## config.mk

```make
export PLATFORM = sky130hd
export DESIGN_NAME = stm_top
export DESIGN_NICKNAME = d
export VERILOG_FILES = /design/src/stm_pkg.sv /design/src/stm_sync.sv /design/src/stm_top.sv
export VERILOG_INCLUDE_DIRS = /design/src /design/src/src
export SDC_FILE = /design/constraint.sdc
export NUM_CORES = 1
export LEC_CHECK = 0
export BUFFER_PORTS_ARGS = -buffer_cell sky130_fd_sc_hd__buf_2
export CORE_ASPECT_RATIO = 1.75
export CORE_UTILIZATION = 45
export DETAILED_ROUTE_END_ITERATION = 7
export PLACE_DENSITY_LB_ADDON = 0.15
export SYNTH_ARGS = -nofsm -noshare
export SYNTH_HDL_FRONTEND = slang
export SYNTH_SLANG_ARGS = --single-unit
```

## constraint.sdc

```tcl
create_clock -name clock -period 1.4 [get_ports clock]
set_input_delay 0.28 -clock clock [delete_from_list [all_inputs] [get_ports clock]]
set_output_delay 0.28 -clock clock [all_outputs]
set_load 0.1 [all_outputs]
```

## src/stm_defs.svh

```systemverilog
// Register offsets, bit positions, reset values and timing figures of the supply threshold monitor.
`ifndef STM_DEFS_SVH
`define STM_DEFS_SVH

// Register offsets on the plain register port.
`define STM_ADDR_W          4
`define STM_OFS_CONTROL     4'h0
`define STM_OFS_TRIP        4'h1
`define STM_OFS_STATUS      4'h2
`define STM_OFS_CLEAR       4'h3
`define STM_OFS_IRQ_ENABLE  4'h4

// Register data width and reset value of every register.
`define STM_DATA_W          8
`define STM_RESET_BYTE      8'h00

// Field positions inside detect_control_zero.
`define STM_ENABLE_BIT      7
`define STM_OUT_BIT         5
`define STM_READY_BIT       4
`define STM_RISE_BIT        1
`define STM_FALL_BIT        0

// Field position of the event flag in the status, clear and irq enable registers.
`define STM_EVENT_BIT       0

// Trip level select field width, bits 3:0 of trip_level_control.
`define STM_SEL_W           4
`define STM_TRIP_LEVELS     16

// Reference start-up time in ns and the clock period in ns.
`define STM_STARTUP_NS      25000
`define STM_CLOCK_NS        10

`endif

```

## src/stm_pkg.sv

```systemverilog
// Types shared by the supply threshold monitor files.
package stm_pkg;

  // Phase of the monitor, Gray coded along off, warm-up, live.
  typedef enum logic [1:0] {
    STM_OFF  = 2'b00,
    STM_WARM = 2'b01,
    STM_LIVE = 2'b11
  } stm_phase_t;

  // One register port request from software.
  typedef struct packed {
    logic       wr;
    logic       rd;
    logic [3:0] addr;
    logic [7:0] wdata;
  } stm_bus_req_t;

  // Controls sent to the analog comparator and divider.
  typedef struct packed {
    logic       power;
    logic [3:0] trip_level;
  } stm_analog_t;

endpackage : stm_pkg

```

## src/stm_sync.sv

```systemverilog
// Three-stage synchroniser with agreement filter for one asynchronous input.
`timescale 1ns/100ps
module stm_sync
  import stm_pkg::*;
(
  // Clock and reset.
  input  wire logic clock,
  input  wire logic resetn,
  // Asynchronous input and its filtered level.
  input  wire logic async_in,
  output logic      level
);

  typedef struct packed {
    logic s1;
    logic s2;
    logic s3;
    logic level;
  } stm_sync_state_t;

  stm_sync_state_t st_reg;
  stm_sync_state_t st_next;

  // The level moves only when the second and third stages agree, so a stage
  // still settling from metastability never reaches the logic behind.
  always_comb begin
    st_next    = st_reg;
    st_next.s1 = async_in;
    st_next.s2 = st_reg.s1;
    st_next.s3 = st_reg.s2;
    if (st_reg.s2 == st_reg.s3) begin
      st_next.level = st_reg.s3;
    end
  end

  // State register.
  always_ff @(posedge clock or negedge resetn) begin
    if (!resetn) begin
      st_reg <= '0;
    end else begin
      st_reg <= st_next;
    end
  end

  assign level = st_reg.level;

endmodule : stm_sync

```

## src/stm_top.sv

```systemverilog
// Control, start-up timing, event detection and register file of the supply threshold monitor.
//
// Our own choices: the plain strobed port and the address map.
`timescale 1ns/100ps
`include "stm_defs.svh"

// Behaviour
// - Toggling monitor_enable never raises a false event.
// - Read-only reference_ready at control bit 4.
// - Events only when enabled and reference ready.
// - Rise enable flags supply rising above trip.
// - Fall enable flags supply dropping below trip.
// - Both enables flag crossings either way.
// - Readable output bit shows above or below while live; reads zero otherwise.
// - Sixteen trip levels, select bits 3:0.
// - Comparator crossing in enabled direction sets flag.
// - Flag suppressed during reference start-up interval.
// - Control layout: enable7 out5 rise1 fall0.
// - Monitor runs in sleep; event wakes device.
module stm_top
  import stm_pkg::*;
#(
  parameter int TRIP_LEVELS    = `STM_TRIP_LEVELS,
  parameter int STARTUP_CYCLES = (`STM_STARTUP_NS + `STM_CLOCK_NS - 1) / `STM_CLOCK_NS
)
(
  // Clock and reset.
  input  wire logic          clock,
  input  wire logic          resetn,
  // Register port.
  input  wire stm_bus_req_t  bus_req,
  output logic [7:0]         rd_data,
  // Analog comparator side.
  input  wire logic          supply_below,
  output stm_analog_t        analog_ctrl,
  // System side.
  input  wire logic          sleep_mode,
  output logic               irq,
  output logic               wake
);

  localparam int CW = $clog2(STARTUP_CYCLES + 1);

  // Settings that the logic cannot serve are refused at elaboration.
  if (STARTUP_CYCLES < 1) begin : g_bad_startup
    $error("STARTUP_CYCLES must be at least one");
  end
  if (TRIP_LEVELS != (1 << `STM_SEL_W)) begin : g_bad_levels
    $error("TRIP_LEVELS must match the four-bit select field");
  end

  // Whole state of the block.
  typedef struct packed {
    stm_phase_t          phase;
    logic [CW-1:0]       count;
    logic                enable;
    logic                rise_en;
    logic                fall_en;
    logic [`STM_SEL_W-1:0] trip_sel;
    logic                flag;
    logic                irq_en;
    logic                prev_below;
    logic [7:0]          rdata;
    logic                irq;
    logic                wake;
  } stm_state_t;

  stm_state_t st_reg;
  stm_state_t st_next;
  logic       below;
  logic       live;
  logic       rise_evt;
  logic       fall_evt;
  logic       clear_hit;

  // Register address match, used by every write and read path.
  function automatic logic hit(input logic [3:0] addr, input logic [3:0] offset);
    hit = (addr == offset);
  endfunction : hit

  // Read value of the register at an address; unmapped addresses read zero.
  function automatic logic [7:0] read_value(input stm_state_t s, input logic [3:0] addr,
                                            input logic below_now);
    logic [7:0] v;
    v = `STM_RESET_BYTE;
    if (hit(addr, `STM_OFS_CONTROL)) begin
      v[`STM_ENABLE_BIT] = s.enable;
      v[`STM_OUT_BIT]    = (s.phase == STM_LIVE) & s.enable & below_now;
      v[`STM_READY_BIT]  = (s.phase == STM_LIVE);
      v[`STM_RISE_BIT]   = s.rise_en;
      v[`STM_FALL_BIT]   = s.fall_en;
    end else if (hit(addr, `STM_OFS_TRIP)) begin
      v[`STM_SEL_W-1:0] = s.trip_sel;
    end else if (hit(addr, `STM_OFS_STATUS)) begin
      v[`STM_EVENT_BIT] = s.flag;
    end else if (hit(addr, `STM_OFS_IRQ_ENABLE)) begin
      v[`STM_EVENT_BIT] = s.irq_en;
    end
    return v;
  endfunction : read_value

  // The comparator output is asynchronous to the clock and passes the filter.
  stm_sync u_sync (
    .clock    (clock),
    .resetn   (resetn),
    .async_in (supply_below),
    .level    (below)
  );

  // Events are only looked for once the reference has settled and the enable is on.
  // A supply excursion shorter than the input filter, two clocks, is missed;
  // that is the price of never acting on a half-settled comparator sample.
  always_comb begin
    live      = (st_reg.phase == STM_LIVE) && st_reg.enable;
    rise_evt  = live && st_reg.rise_en && st_reg.prev_below && !below;
    fall_evt  = live && st_reg.fall_en && !st_reg.prev_below && below;
    clear_hit = bus_req.wr && hit(bus_req.addr, `STM_OFS_CLEAR) && bus_req.wdata[`STM_EVENT_BIT];
  end

  // Next state: register writes, start-up sequencing, event capture and outputs.
  always_comb begin
    st_next = st_reg;

    // Software writes.
    if (bus_req.wr) begin
      if (hit(bus_req.addr, `STM_OFS_CONTROL)) begin
        st_next.enable  = bus_req.wdata[`STM_ENABLE_BIT];
        st_next.rise_en = bus_req.wdata[`STM_RISE_BIT];
        st_next.fall_en = bus_req.wdata[`STM_FALL_BIT];
      end
      if (hit(bus_req.addr, `STM_OFS_TRIP)) begin
        st_next.trip_sel = bus_req.wdata[`STM_SEL_W-1:0];
      end
      if (hit(bus_req.addr, `STM_OFS_IRQ_ENABLE)) begin
        st_next.irq_en = bus_req.wdata[`STM_EVENT_BIT];
      end
    end

    // Start-up sequencing. The reference needs a fixed time after power-up, so
    // a wall-clock count gates readiness rather than any settle detection.
    case (st_reg.phase)
      STM_OFF: begin
        st_next.count = '0;
        if (st_reg.enable) begin
          st_next.phase = STM_WARM;
        end
      end
      STM_WARM: begin
        if (!st_reg.enable) begin
          st_next.phase = STM_OFF;
          st_next.count = '0;
        end else if (st_reg.count == CW'(STARTUP_CYCLES - 1)) begin
          st_next.phase = STM_LIVE;
        end else begin
          st_next.count = st_reg.count + CW'(1);
        end
      end
      STM_LIVE: begin
        if (!st_reg.enable) begin
          st_next.phase = STM_OFF;
          st_next.count = '0;
        end
      end
      default: begin
        st_next.phase = STM_OFF;
        st_next.count = '0;
      end
    endcase

    // The baseline follows the comparator at all times, so the first live cycle
    // compares against the present level and an enable edge cannot look like a
    // crossing.
    st_next.prev_below = below;

    // Sticky flag; a new event in the clearing cycle wins over the clear.
    st_next.flag = (st_reg.flag && !clear_hit) || rise_evt || fall_evt;

    // Read data stands for the one cycle after the read strobe.
    st_next.rdata = bus_req.rd ? read_value(st_reg, bus_req.addr, below) : `STM_RESET_BYTE;

    // Outputs follow the stored bits they are made from.
    st_next.irq  = st_next.flag && st_next.irq_en;
    st_next.wake = st_next.flag && sleep_mode;
  end

  // State register.
  always_ff @(posedge clock or negedge resetn) begin
    if (!resetn) begin
      st_reg <= '0;
    end else begin
      st_reg <= st_next;
    end
  end

  // All outputs come straight from the state register.
  assign rd_data                = st_reg.rdata;
  assign irq                    = st_reg.irq;
  assign wake                   = st_reg.wake;
  assign analog_ctrl            = '{power: st_reg.enable, trip_level: st_reg.trip_sel};

  // Helper for checks: cycles since the stored enable went high, saturating.
  int unsigned en_age;
  always_ff @(posedge clock or negedge resetn) begin
    if (!resetn) begin
      en_age <= 0;
    end else if (!st_reg.enable) begin
      en_age <= 0;
    end else if (en_age < 32'hFFFF_FFFF) begin
      en_age <= en_age + 1;
    end
  end
endmodule : stm_top

```

# == Yosys cells after proc, flatten, opt, wreduce, memory -nomap -nowiden ==
# Cells that the tools add are included.
# classes
eq_ne,12
n_reduce_logical,23
n_mux,17
add_sub_neg,1
n_bitwise,2
# ops
operator,count
$pmux W14 S3,1
$mux W14,2
$add A12 B1 Y12 const B,1
$eq A12 B12 Y1 const B,1
$logic_and A1 B1 Y1,12
$mux W12,1
$mux W2,5
$eq A4 B2 Y1 const B,2
$mux W8,1
$mux W1,6
$ne A3 B3 Y1 const B,2
$reduce_and A2 Y1,3
$eq A4 B1 Y1 const B,1
$eq A4 B3 Y1 const B,1
$logic_not A4 Y1,1
$ne A2 B2 Y1 const B,2
$logic_not A1 Y1,3
$mux W3,1
$reduce_and A3 Y1,1
$and A1 B1 Y1,2
$eq A2 B1 Y1 const B,1
$eq A2 B2 Y1 const B,1
$logic_not A2 Y1,1
$logic_or A1 B1 Y1,2
$eq A1 B1 Y1,1
# totals
output_inout_bits,15
ff_bits,38
wordCells,71

# == Logic depth before layout (Yosys ltp) ==
# Gate-level depths: netlist (run 1).
# logic_depth
depth_word,8
mapped_depth,5

# == By module ==
# Synthesis (run 1) repeated with hierarchy kept, for this count alone.
# hier_totals
cells_unflattened,146
area_unflattened_um2,1676.6
# modules_own_cells
module,seq_area_each_um2,area_each_um2,cells_per_inst,n_inst
stm_top,825.8,1565.3,141,1
stm_sync,100.1,111.4,5,1

# == Worst setup path before layout (run 1) ==
# OpenSTA, ideal clock, no wires.
# synth_path
path_kind,register to register
startpoint,"reg st_reg, in the netlist analog_ctrl[4]"
endpoint,reg st_reg[25] in the netlist's numbering
slack_ps,-66
n_path_buf,2
path_stages_with_launch,6
t_arrival_ps,1386
period_less_slack_ps,1466
setup_ps,79
cell_sequence,dfrtp_1 > buf_2 > and3_1 > buf_6 > or4_1 > a21oi_1
# synth_via
elab_chain_len,2
elab_cells_between_ends,5
cone_classes,eq/ne: 2; mux: 2; reduce/logical: 1
# synth_lines
item,line,source
start: declaration,stm_top.sv:68,stm_state_t st_reg;
start signal: assignment,stm_top.sv:191,st_reg <= st_next;
"$mux W14, or another cell as far along",stm_top.sv:149,if (!st_reg.enable) begin
$pmux W14 S3 / $reduce_and A2 Y1 (equally long branches),n/a,
# Several ways; a longest one is shown, not always the timed one.
# A chain may end at the register's enable or synchronous reset.

# == Worst setup path after layout (run 1) ==
# layout_path
startpoint,reg st_reg[20] in the netlist's numbering
endpoint,reg st_reg[21] in the netlist's numbering
# layout_via
elab_chain_len,4
elab_cells_between_ends,7
cone_classes,add/sub: 1; eq/ne: 2; mux: 3; reduce/logical: 1
# layout_lines
item,line,source
$add A12 B1 Y12,stm_top.sv:155,st_next.count = st_reg.count + CW'(1);
$mux W12,stm_top.sv:152,end else if (st_reg.count == CW'(STARTUP_CYCLES - 1)) begin
$mux W14,stm_top.sv:149,
$pmux W14 S3,stm_top.sv:141,case (st_reg.phase)
# Several ways; a longest one is shown, not always the timed one. The select of a mux whose other input is x is not followed.

==> summary.md, run 1 <==
| Metric | Value |
|---|---|
| Status | complete, but fails checks |
| Failing checks | negative setup slack |
| RSZ-0062 raised after global routing | yes |
| Global-route wire length before repair | between 6 and 7 mm |
| Worst-path clk slew | roughly 80 ps |
| Global route overflow | 0 |
| Mapped Nets | 188 |
| Post-synthesis async set-or-reset flop share | between 90% and 100% |
| Initial Util | about 47% |
| Fin area | 2346 um2 |
| Via count normalized by instance count | 5.593 |
| Vias | 1471 |
| Non-filler instance count after layout | 263 |
| Gpl congestion | 0.8565 |
| Horiz. Die Dim | between 50 and 60 um |
| Die Y-Extent | 86.69 um |
| Total CTS buffers | 5 |
| H-tree depth | 2 |
| Seq/Total Area, Yosys | 50.20% |
| Antenna Cells | 0 |
| CTS tree | done |
| CP startpoint kind | register |
| Worst min-delay path category | in -> reg |
| Syn. warnings | 0 |
| Final setup fails | 8 |
| Clock latency on the worst-skew pair | 290 ps |
| WL final | 4.213 mm |
| Synth area leader | dfrtp_1 |
| Largest cells by area after synthesis | dfrtp_1, buf_4, mux2_2, and3_1, nand2_1 |
| Final Skew | 4.089 ps |
| Number of global-route vias before repair | about 1500 |
| Synth cell types | 47 |
| Crit. End Element | register |
| Initial antenna violation count | 0 |
| Final hold violation count | 0 |
| Final Util | between 60% and 70% |
| Critical path fanouts, max | 4 |
| Core area | around 3900 um2 |
| Shortest period the worst path allows | 1501 ps |
| Yosys top cell area share | 50.20% |
| Final Max Slew Viols | 0 |
| Post-synth EDFFs | 0 |
| Worst EP required | ~1600 ps |
| Nets | 233 |
| Clk buf depth | 2 |
| Area growth, synth to finish | 27.20% |
| ANT nets after route | 0 |
| Largest net degree at the start of global routing | 38 |
| Post-synth top cells | dfrtp_1, buf_4, nand2_1, a21oi_1, and3_1 |
| Tot GR Track Use | a little over a fifth |
| Drt pass-1 iters | 4 |
| Pre-CTS setup slack | -111.5 ps |
| Most frequent cell after synthesis | dfrtp_1 |
| HPWL after DPL | 2.935 mm |
| PwrDens | 1198 nW/um2 |
| Num ports | 33 |
| # port buffers | 28 |
| Largest register FFs | 19 |
| Iter 0 DRT Violations | 29 |
| Placement Cell Area | roughly 2100 um2 |
| Max Freq | ~0.67 GHz |
| Worst setup margin | -101.4 ps |
| Root Buffer | clkbuf_8 |
| Arrival time at the worst endpoint | approximately 1700 ps |
| Layout cells sized above 1 | 44.19% |
| Max Cap Viol | 0 |
| Period utilization | 107.2% |
| Post-Syn Instances | 169 |
| DR WL/cell | around 16 um |
| Dominant synthesized flop cell | dfrtp_1 |
| Die area | 4369 um2 |
| Post-Place Cells | 251 |
| VDD IR max | roughly 0.0008 V |
| CTS Sinks | 37 |
| Rows | 30 |
| Mapped cell area | 1844 um2 |
| Yosys reg bits | 37 |
| DRC Markers | 0 |
| WS Path Type | reg -> reg |
| LEAKAGE | 0.001055 uW |
| Final Total Pwr | around 2800 uW |
| Syn_area_per_cell | 10.91 um2 |
==> critical path, cell delays in order (launching register included) <==
cell      delay (ps)
dfrtp_1          410
ha_4             170
or4bb_4          480
o21ai_1          200
o211ai_1         110
==> layout by cell type (no fill, tap or decap), types with 4 or more instances in the layout <==
cell and n:
dfrtp_2 4, o21ai_0 4, mux2_2 7, buf_4 27, a21oi_1 5, nand2_1 13, and3_1 7, a21oi_2 4
dfrtp_1 33, buf_2 25, o31ai_1 4, clkbuf_8 5
==> final timing paths <==
kind	from	end	slack, ps	depth (start not counted)
max in group asynchronous	resetn	st_reg[33]	710	3
max reg2reg	st_reg[20]	st_reg[21]	-100	4
min	supply_below	u_sync.st_next[2]	100	1
max	st_reg[20]	st_reg[21]	-100	4
min reg2reg	u_sync.st_next[2]	u_sync.st_next[1]	350	0
min in group asynchronous	resetn	st_reg[25]	490	3
==> metal layers <==
layer  part of all wire [%]  global-route usage [%]  up-vias
met3                    2.5                   4.386        5
met4                    1.3                   6.818        0
met5                      0                       0        -
li1                       -                       -      706
met1                     40                   23.18      731
met2                     56                   39.64       29
==> through the flow <==
| stage | hold WS, ps | TNS, ps |
|---|---|---|
| 2_1_floorplan | -15.59 | -38.96 |
| 3_3_place_gp | 258.7 | -229.2 |
| 3_5_place_dp | 260.1 | -659.3 |
| 4_1_cts | 86.82 | -60.88 |
| 5_1_grt | 79.60 | -899.7 |
| 6_report | 95.01 | -346.4 |
==> area by class of cell <==
cell class,instances,area (um2)
Fill cell,335,1558
Multi-Input combinational cell,111,872.1
Tap cell,48,60.06
Inverter,2,7.507
Timing Repair Buffer,57,392.9
Clock buffer,6,72.57
Sequential cell,37,930.9
Clock inverter,2,10.01
==> repair_timing <==
| action | in CTS | in global routing |
|---|---|---|
| hold endpoints to repair | 37 | 0 |
| gates resized for setup | 10 | 14 |
| pin swaps | 4 | 6 |
| setup buffers | 2 | 1 |
| setup endpoints to repair | 10 | 12 |
| hold buffers | 1 | 0 |
==> power by group <==
part	switching, uW	internal, uW
combinational	564	270
clock	386	345
sequential	73.0	1170
total	1020	1790
==> kinds of logic after synthesis <==
| kind of cell | after synthesis | synth area share [%] |
|---|---|---|
| other cells | 1 | 0.2033 |
| compound gates | 31 | 11.06 |
| buf+inv | 21 | 7.937 |
| mux | 10 | 5.903 |
| flops | 37 | 50.20 |
| simple gates | 67 | 23.47 |
| fa+ha+maj | 2 | 1.221 |
Power figures use the tool's default switching activity.
==> run 2: changes to the inputs <==
==> constraint.sdc (replaced) <==
create_clock -name clock -period 1.2 [get_ports clock]
set_input_delay 0.24 -clock clock [delete_from_list [all_inputs] [get_ports clock]]
set_output_delay 0.24 -clock clock [all_outputs]
set_load 0.1 [all_outputs]
==> run 2 against run 1 <==
  * Critical endpoint is now st_reg[30]
  * Final cell count increased by 9.9%
  * Via count increased by 9.4%
  * The flow still finishes with violations (negative setup slack)
  * First-iteration DRC count increased by 24%
  * Utilization increased by 13 points
  * Flip-flop and latch count unchanged
  * Worst setup slack got worse by 140 ps
  * Clock-buffer cell count increased by 1
  * Register-to-register slack got worse by 140 ps
  * Largest cell class unchanged
  * Routed wire length increased by 11%
  * Non-clock buffer count increased by 26
  * Design area increased by 22%
==> summary.md, run 2 (same netlist as run 1, synthesis figures left out) <==
| Metric | Value |
|---|---|
| Status | complete, but fails checks (unchanged) |
| Failing checks | negative setup slack (unchanged) |
| Final setup fails | 14 (was 8) |
| Worst reg-to-reg path cell count | 4 (unchanged) |
| Nets | 259 (was 233) |
| Hold Path End | u_sync.st_next[2] (unchanged) |
| CTS tree | done (unchanged) |
| Final hold violation count | 0 (unchanged) |
| Global route overflow | 0 (unchanged) |
| Final Util | 73.17% (was 60.10%) |
| Commonest non-fill, non-tap cell in the layout | buf_4 (was dfrtp_1) |
| Reg2Reg Setup Slack | -240 ps (was -100 ps) |
| Fillers | 268 (was 335) |
| Tot GR Track Use | 23.39% (was 21.21%) |
| Reg2Reg Capture Point | st_reg[30] (was st_reg[21]) |
| RSZ-0062 raised after global routing | yes (unchanged) |
| Area growth, synth to finish | 54.88% (was 27.20%) |
| Rows | 30 (unchanged) |
| Period utilization | 120.3% (was 107.2%) |
| DR WL/cell | 16.18 um (was 16.02 um) |
| Final Skew | 3.813 ps (was 4.089 ps) |
| Global-route wire length before repair | 7.521 mm (was 6.817 mm) |
| Worst-path clk slew | 70 ps (was 80 ps) |
| Core area | 3904 um2 (unchanged) |
| Worst setup margin | -243.9 ps (was -101.4 ps) |
| Reg area | 933.4 um2 (was 930.9 um2) |
| Clk buf depth | 2 (unchanged) |
| CTS Sinks | 37 (unchanged) |
| Final hold slack | 52.82 ps (was 95.01 ps) |
| VDD IR max | 0.001383 V (was 0.0007894 V) |
| Vias | 1610 (was 1471) |
| Buf/Inv on CP | 0 (unchanged) |
| Via count normalized by instance count | 5.571 (was 5.593) |
| Most frequent cells in the layout | buf_4, dfrtp_1, buf_12 (was dfrtp_1, buf_4, buf_2) |
| Crit. End Element | register (unchanged) |
| Number of global-route vias before repair | 1740 (was 1480) |
| Largest net degree at the start of global routing | 38 (unchanged) |
| Non-filler instance count after layout | 289 (was 263) |
| Max Cap Viol | 0 (unchanged) |
| Critical path, cell by cell | ha_4 > nand3b_1 > or4_4 > a21oi_2 (was ha_4 > or4bb_4 > o21ai_1 > o211ai_1) |
| Drt pass-1 iters | 4 (unchanged) |
| Antenna Cells | 0 (unchanged) |
| WL final | 4.675 mm (was 4.213 mm) |
| Iter 0 DRT Violations | 36 (was 29) |
| Clock latency on the worst-skew pair | 290 ps (about the same) |
| Max Freq | 0.6926 GHz (was 0.6660 GHz) |
| Worst EP required | 1410 ps (was 1560 ps) |
| H-tree depth | 2 (unchanged) |
| Die Y-Extent | 86.69 um (unchanged) |
| Layout cells sized above 1 | 53.53% (was 44.19%) |
| Arrival time at the worst endpoint | 1660 ps (was 1670 ps) |
| ANT nets after route | 0 (unchanged) |
| Die area | 4369 um2 (unchanged) |
| Start of the worst register-to-register path | st_reg[20] (unchanged) |
| Num ports | 33 (unchanged) |
| Crit path max-delay cell type | or4_4 (was or4bb_4) |
| DRC Markers | 0 (unchanged) |
| Worst min-delay path category | in -> reg (unchanged) |
| Min-delay src | supply_below (unchanged) |
| Hold Path Depth | 1 (unchanged) |
| Multi-input logic area | 927.1 um2 (was 872.1 um2) |
| Max incr delay on CP | 450 ps (was 480 ps) |
| PwrDens | 1334 nW/um2 (was 1198 nW/um2) |
| CP startpoint kind | register (unchanged) |
| Critical path's top delay family | simple AND/OR/NAND/NOR gates (unchanged) |
| Initial Util | 47.24% (unchanged) |
| HPWL after DPL | 3.343 mm (was 2.935 mm) |
| # port buffers | 28 (unchanged) |
| Post-Place Cells | 268 (was 251) |
| WS Path Type | reg -> reg (unchanged) |
| Final Max Slew Viols | 0 (unchanged) |
| Root Buffer | clkbuf_8 (unchanged) |
| Total CTS buffers | 5 (unchanged) |
| Largest register FFs | 19 (unchanged) |
| Critical path fanouts, max | 5 (was 4) |
| Horiz. Die Dim | 50.40 um (unchanged) |
| Final Total Pwr | 3811 uW (was 2810 uW) |
| Gpl congestion | 0.8556 (was 0.8565) |
| Initial antenna violation count | 0 (unchanged) |
| Shortest period the worst path allows | 1444 ps (was 1501 ps) |
| LEAKAGE | 0.001264 uW (was 0.001055 uW) |
run 2: cell types whose count changed in the layout (fill, tap and decap cells not counted), sizes merged:
cell	before	now
bufinv	0	1
buf	54	82
clkbuf	8	7
clkinv	2	0
run 2: layout make-up:
cell class	instances	area share, %
Tap cell	48	2.102
Timing Repair Buffer	83	28.43
Multi-Input combinational cell	111	32.46
Clock inverter	1	1.051
Inverter	2	0.2628
Clock buffer	7	3.022
Sequential cell	37	32.68
run 2: stage by stage:
stage          TNS, ps  area [um2]  setup WS, ps
2_1_floorplan    -1271        1924        -197.4
3_3_place_gp     -2255        2501        -193.2
3_5_place_dp     -3267        2501        -230.5
4_1_cts          -2118        2743        -220.8
5_1_grt          -2968        2856        -297.2
6_report         -2240        2856        -243.9
run 2: where the power goes:
group          internal [uW]  switching, uW  leakage [uW]
Clock                    678            436     0.0000585
Combinational            522            688      0.000730
Sequential              1370            118      0.000475
run 2: worst max-delay path by stage:
stage | start | to | slack [ps] | depth (start not counted)
finish | st_reg[20] | st_reg[30] | -240 | 4
global route | st_reg[20] | st_reg[30] | -300 | 4
CTS | st_reg[29] | st_reg[20] | -220 | 3
detailed placement | st_reg[20] | st_reg[30] | -230 | 4
global placement | st_reg[20] | st_reg[20] | -190 | 4
floorplan | st_reg[33] | st_reg[25] | -200 | 5
run 2: repair_timing:
| action | 4_1_cts | 5_1_grt |
|---|---|---|
| buffers inserted | 8 | 4 |
| gates resized for setup | 16 | 19 |
| hold buffers | 1 | 0 |
| setup endpoints to repair | 16 | 16 |
| pin swaps | 14 | 9 |
| endpoints found under the hold margin | 37 | 0 |
run 2: metal layers:
metal | global-route usage, % | vias to the layer above | wire [um]
met3 | 4.035 | 14 | 145
met1 | 21.14 | 790 | 1545
met4 | 14.39 | 0 | 161
met2 | 45.70 | 47 | 2823
met5 | 0 | - | 0
li1 | - | 759 | -
==> run 3: changes to the inputs <==
--- a/config.mk
+++ b/config.mk
@@ -6,10 +6,10 @@
 export SDC_FILE = /design/constraint.sdc
 export NUM_CORES = 1
 export LEC_CHECK = 0
-export BUFFER_PORTS_ARGS = -buffer_cell sky130_fd_sc_hd__buf_2
 export CORE_ASPECT_RATIO = 1.75
 export CORE_UTILIZATION = 45
 export DETAILED_ROUTE_END_ITERATION = 7
+export DONT_BUFFER_PORTS = 1
 export PLACE_DENSITY_LB_ADDON = 0.15
 export SYNTH_ARGS = -nofsm -noshare
 export SYNTH_HDL_FRONTEND = slang
==> run 3 against run 2 <==
  * The flow still finishes with violations (negative setup slack)
  * Worst setup slack worse by 3.1 ps
  * Critical path type unchanged
  * Critical path depth down 1
  * Total power down 1.4%
  * Clock skew down 1.4 ps
==> summary.md, run 3 (same netlist as run 1, synthesis figures left out) <==
| Metric | Value |
|---|---|
| CTS Sinks | 37 (unchanged) |
| Crit path max-delay cell type | or4_4 (unchanged) |
| H-tree depth | 2 (unchanged) |
| Core area | 3904 um2 (unchanged) |
| WL final | 4.617 mm (was 4.675 mm) |
| Final Max Slew Viols | 0 (unchanged) |
| Clk buf depth | 2 (unchanged) |
| Period utilization | 120.6% (was 120.3%) |
| Drt pass-1 iters | 4 (unchanged) |
| Area growth, synth to finish | 43.69% (was 54.88%) |
| Final Total Pwr | 3756 uW (was 3811 uW) |
| Clock latency on the worst-skew pair | 290 ps (about the same) |
| HPWL after DPL | 3.250 mm (was 3.343 mm) |
| CP startpoint kind | register (unchanged) |
| Critical path fanouts, max | 4 (was 5) |
| Worst-path clk slew | 70 ps (about the same) |
| TNS Setup | -2249 ps (was -2240 ps) |
| Initial antenna violation count | 0 (unchanged) |
| Start of the worst register-to-register path | st_reg[29] (was st_reg[20]) |
| Status | complete, but fails checks (unchanged) |
| Antenna Cells | 0 (unchanged) |
| Critical path's top delay family | simple AND/OR/NAND/NOR gates (unchanged) |
| PwrDens | 1417 nW/um2 (was 1334 nW/um2) |
| Final hold violation count | 0 (unchanged) |
| VDD IR max | 0.001268 V (was 0.001383 V) |
| WS Path Type | reg -> reg (unchanged) |
| Shortest period the worst path allows | 1447 ps (was 1444 ps) |
| Die Y-Extent | 86.69 um (unchanged) |
| Final Util | 67.88% (was 73.17%) |
| LEAKAGE | 0.001110 uW (was 0.001264 uW) |
| Number of global-route vias before repair | 1589 (was 1740) |
| Multi-input logic area | 943.4 um2 (was 927.1 um2) |
| Fillers | 307 (was 268) |
| Final Skew | 2.413 ps (was 3.813 ps) |
| Iter 0 DRT Violations | 39 (was 36) |
| DR WL/cell | 17.90 um (was 16.18 um) |
| Global route overflow | 0 (unchanged) |
| Horiz. Die Dim | 50.40 um (unchanged) |
| Tot GR Track Use | 22.66% (was 23.39%) |
| Num ports | 33 (unchanged) |
| Min-delay src | bus_req[10] (was supply_below) |
| Total CTS buffers | 5 (unchanged) |
| Vias | 1500 (was 1610) |
| Initial Util | 47.24% (unchanged) |
| Largest net degree at the start of global routing | 38 (unchanged) |
| Crit. End Element | register (unchanged) |
| Max incr delay on CP | 580 ps (was 450 ps) |
| Worst setup margin | -247.0 ps (was -243.9 ps) |
| Worst EP required | 1420 ps (was 1410 ps) |
| CTS tree | done (unchanged) |
| Final setup fails | 14 (unchanged) |
| DRC Markers | 0 (unchanged) |
| Critical Path Source | st_reg[29] (was st_reg[20]) |
| Worst min-delay path category | in -> reg (unchanged) |
| Die area | 4369 um2 (unchanged) |
| Reg area | 933.4 um2 (unchanged) |
| Root Buffer | clkbuf_8 (unchanged) |
| Layout cells sized above 1 | 48.10% (was 53.53%) |
| Gpl congestion | 0.8507 (was 0.8556) |
| RSZ-0062 raised after global routing | yes (unchanged) |
| Nets | 228 (was 259) |
| Most frequent cells in the layout | buf_4, dfrtp_1, buf_12 (unchanged) |
| Critical path, cell by cell | or4_4 > nor4_4 > or3_1 (was ha_4 > nand3b_1 > or4_4 > a21oi_2) |
| Failing checks | negative setup slack (unchanged) |
| Largest register FFs | 19 (unchanged) |
| Global-route wire length before repair | 7.245 mm (was 7.521 mm) |
| Rows | 30 (unchanged) |
| Via count normalized by instance count | 5.814 (was 5.571) |
| ANT nets after route | 0 (unchanged) |
| Max Cap Viol | 0 (unchanged) |
| Commonest non-fill, non-tap cell in the layout | buf_4 (unchanged) |
| # port buffers | 0 (was 28) |
| Arrival time at the worst endpoint | 1670 ps (was 1660 ps) |
| Max Freq | 0.6911 GHz (was 0.6926 GHz) |
| Buf/Inv on CP | 0 (unchanged) |
run 3: path summary, 6_finish.rpt:
check	endpoint	slack [ps]	depth (start not counted)
setup / recovery	st_reg[20]	-250	3
hold / removal	rd_data[1]	20	1
setup reg to reg	st_reg[20]	-250	3
hold reg to reg	u_sync.st_next[1]	350	0
max in group asynchronous	st_reg[20]	590	2
min in group asynchronous	st_reg[24]	410	2
run 3: repair_timing:
action,in CTS,in global routing
pin swaps,5,9
buffers inserted,4,4
endpoints found under the setup margin,17,17
hold buffers,3,0
gates resized for setup,23,13
hold endpoints to repair,38,0
run 3: layout make-up:
class / count / area share (%)
clock buffers: 6 / 3.116
clock inverters: 2 / 1.416
inverters: 2 / 0.2833
multi-input cells: 111 / 35.60
flip-flops and latches: 37 / 35.22
well taps: 48 / 2.266
repair buffers: 52 / 22.10
run 3: per-layer routing:
layer	wire length, um	GRT usage [%]
met5	0	0
met4	148	12.88
met3	163	4.912
met2	2747	44.61
met1	1557	20.00
run 3: power by group:
group | switching [uW] | leakage, uW | internal, uW | total (uW)
registers | 116 | 0.000476 | 1370 | 1490
logic | 667 | 0.000577 | 475 | 1140
clock network | 452 | 0.0000574 | 676 | 1130
total | 1230 | 0.00111 | 2520 | 3760
run 3: metrics by stage:
| stage | instances | worst slack (ps) | instance area, um2 | hold WS, ps |
|---|---|---|---|---|
| 2_1_floorplan | 169 | -197.4 | 1924 | -55.59 |
| 3_3_place_gp | 240 | -240.3 | 2288 | -54.76 |
| 3_5_place_dp | 240 | -263.8 | 2288 | -54.80 |
| 4_1_cts | 254 | -250.6 | 2561 | 12.92 |
| 5_1_grt | 258 | -283.1 | 2650 | 7.589 |
| 6_report | 258 | -247.0 | 2650 | 18.82 |
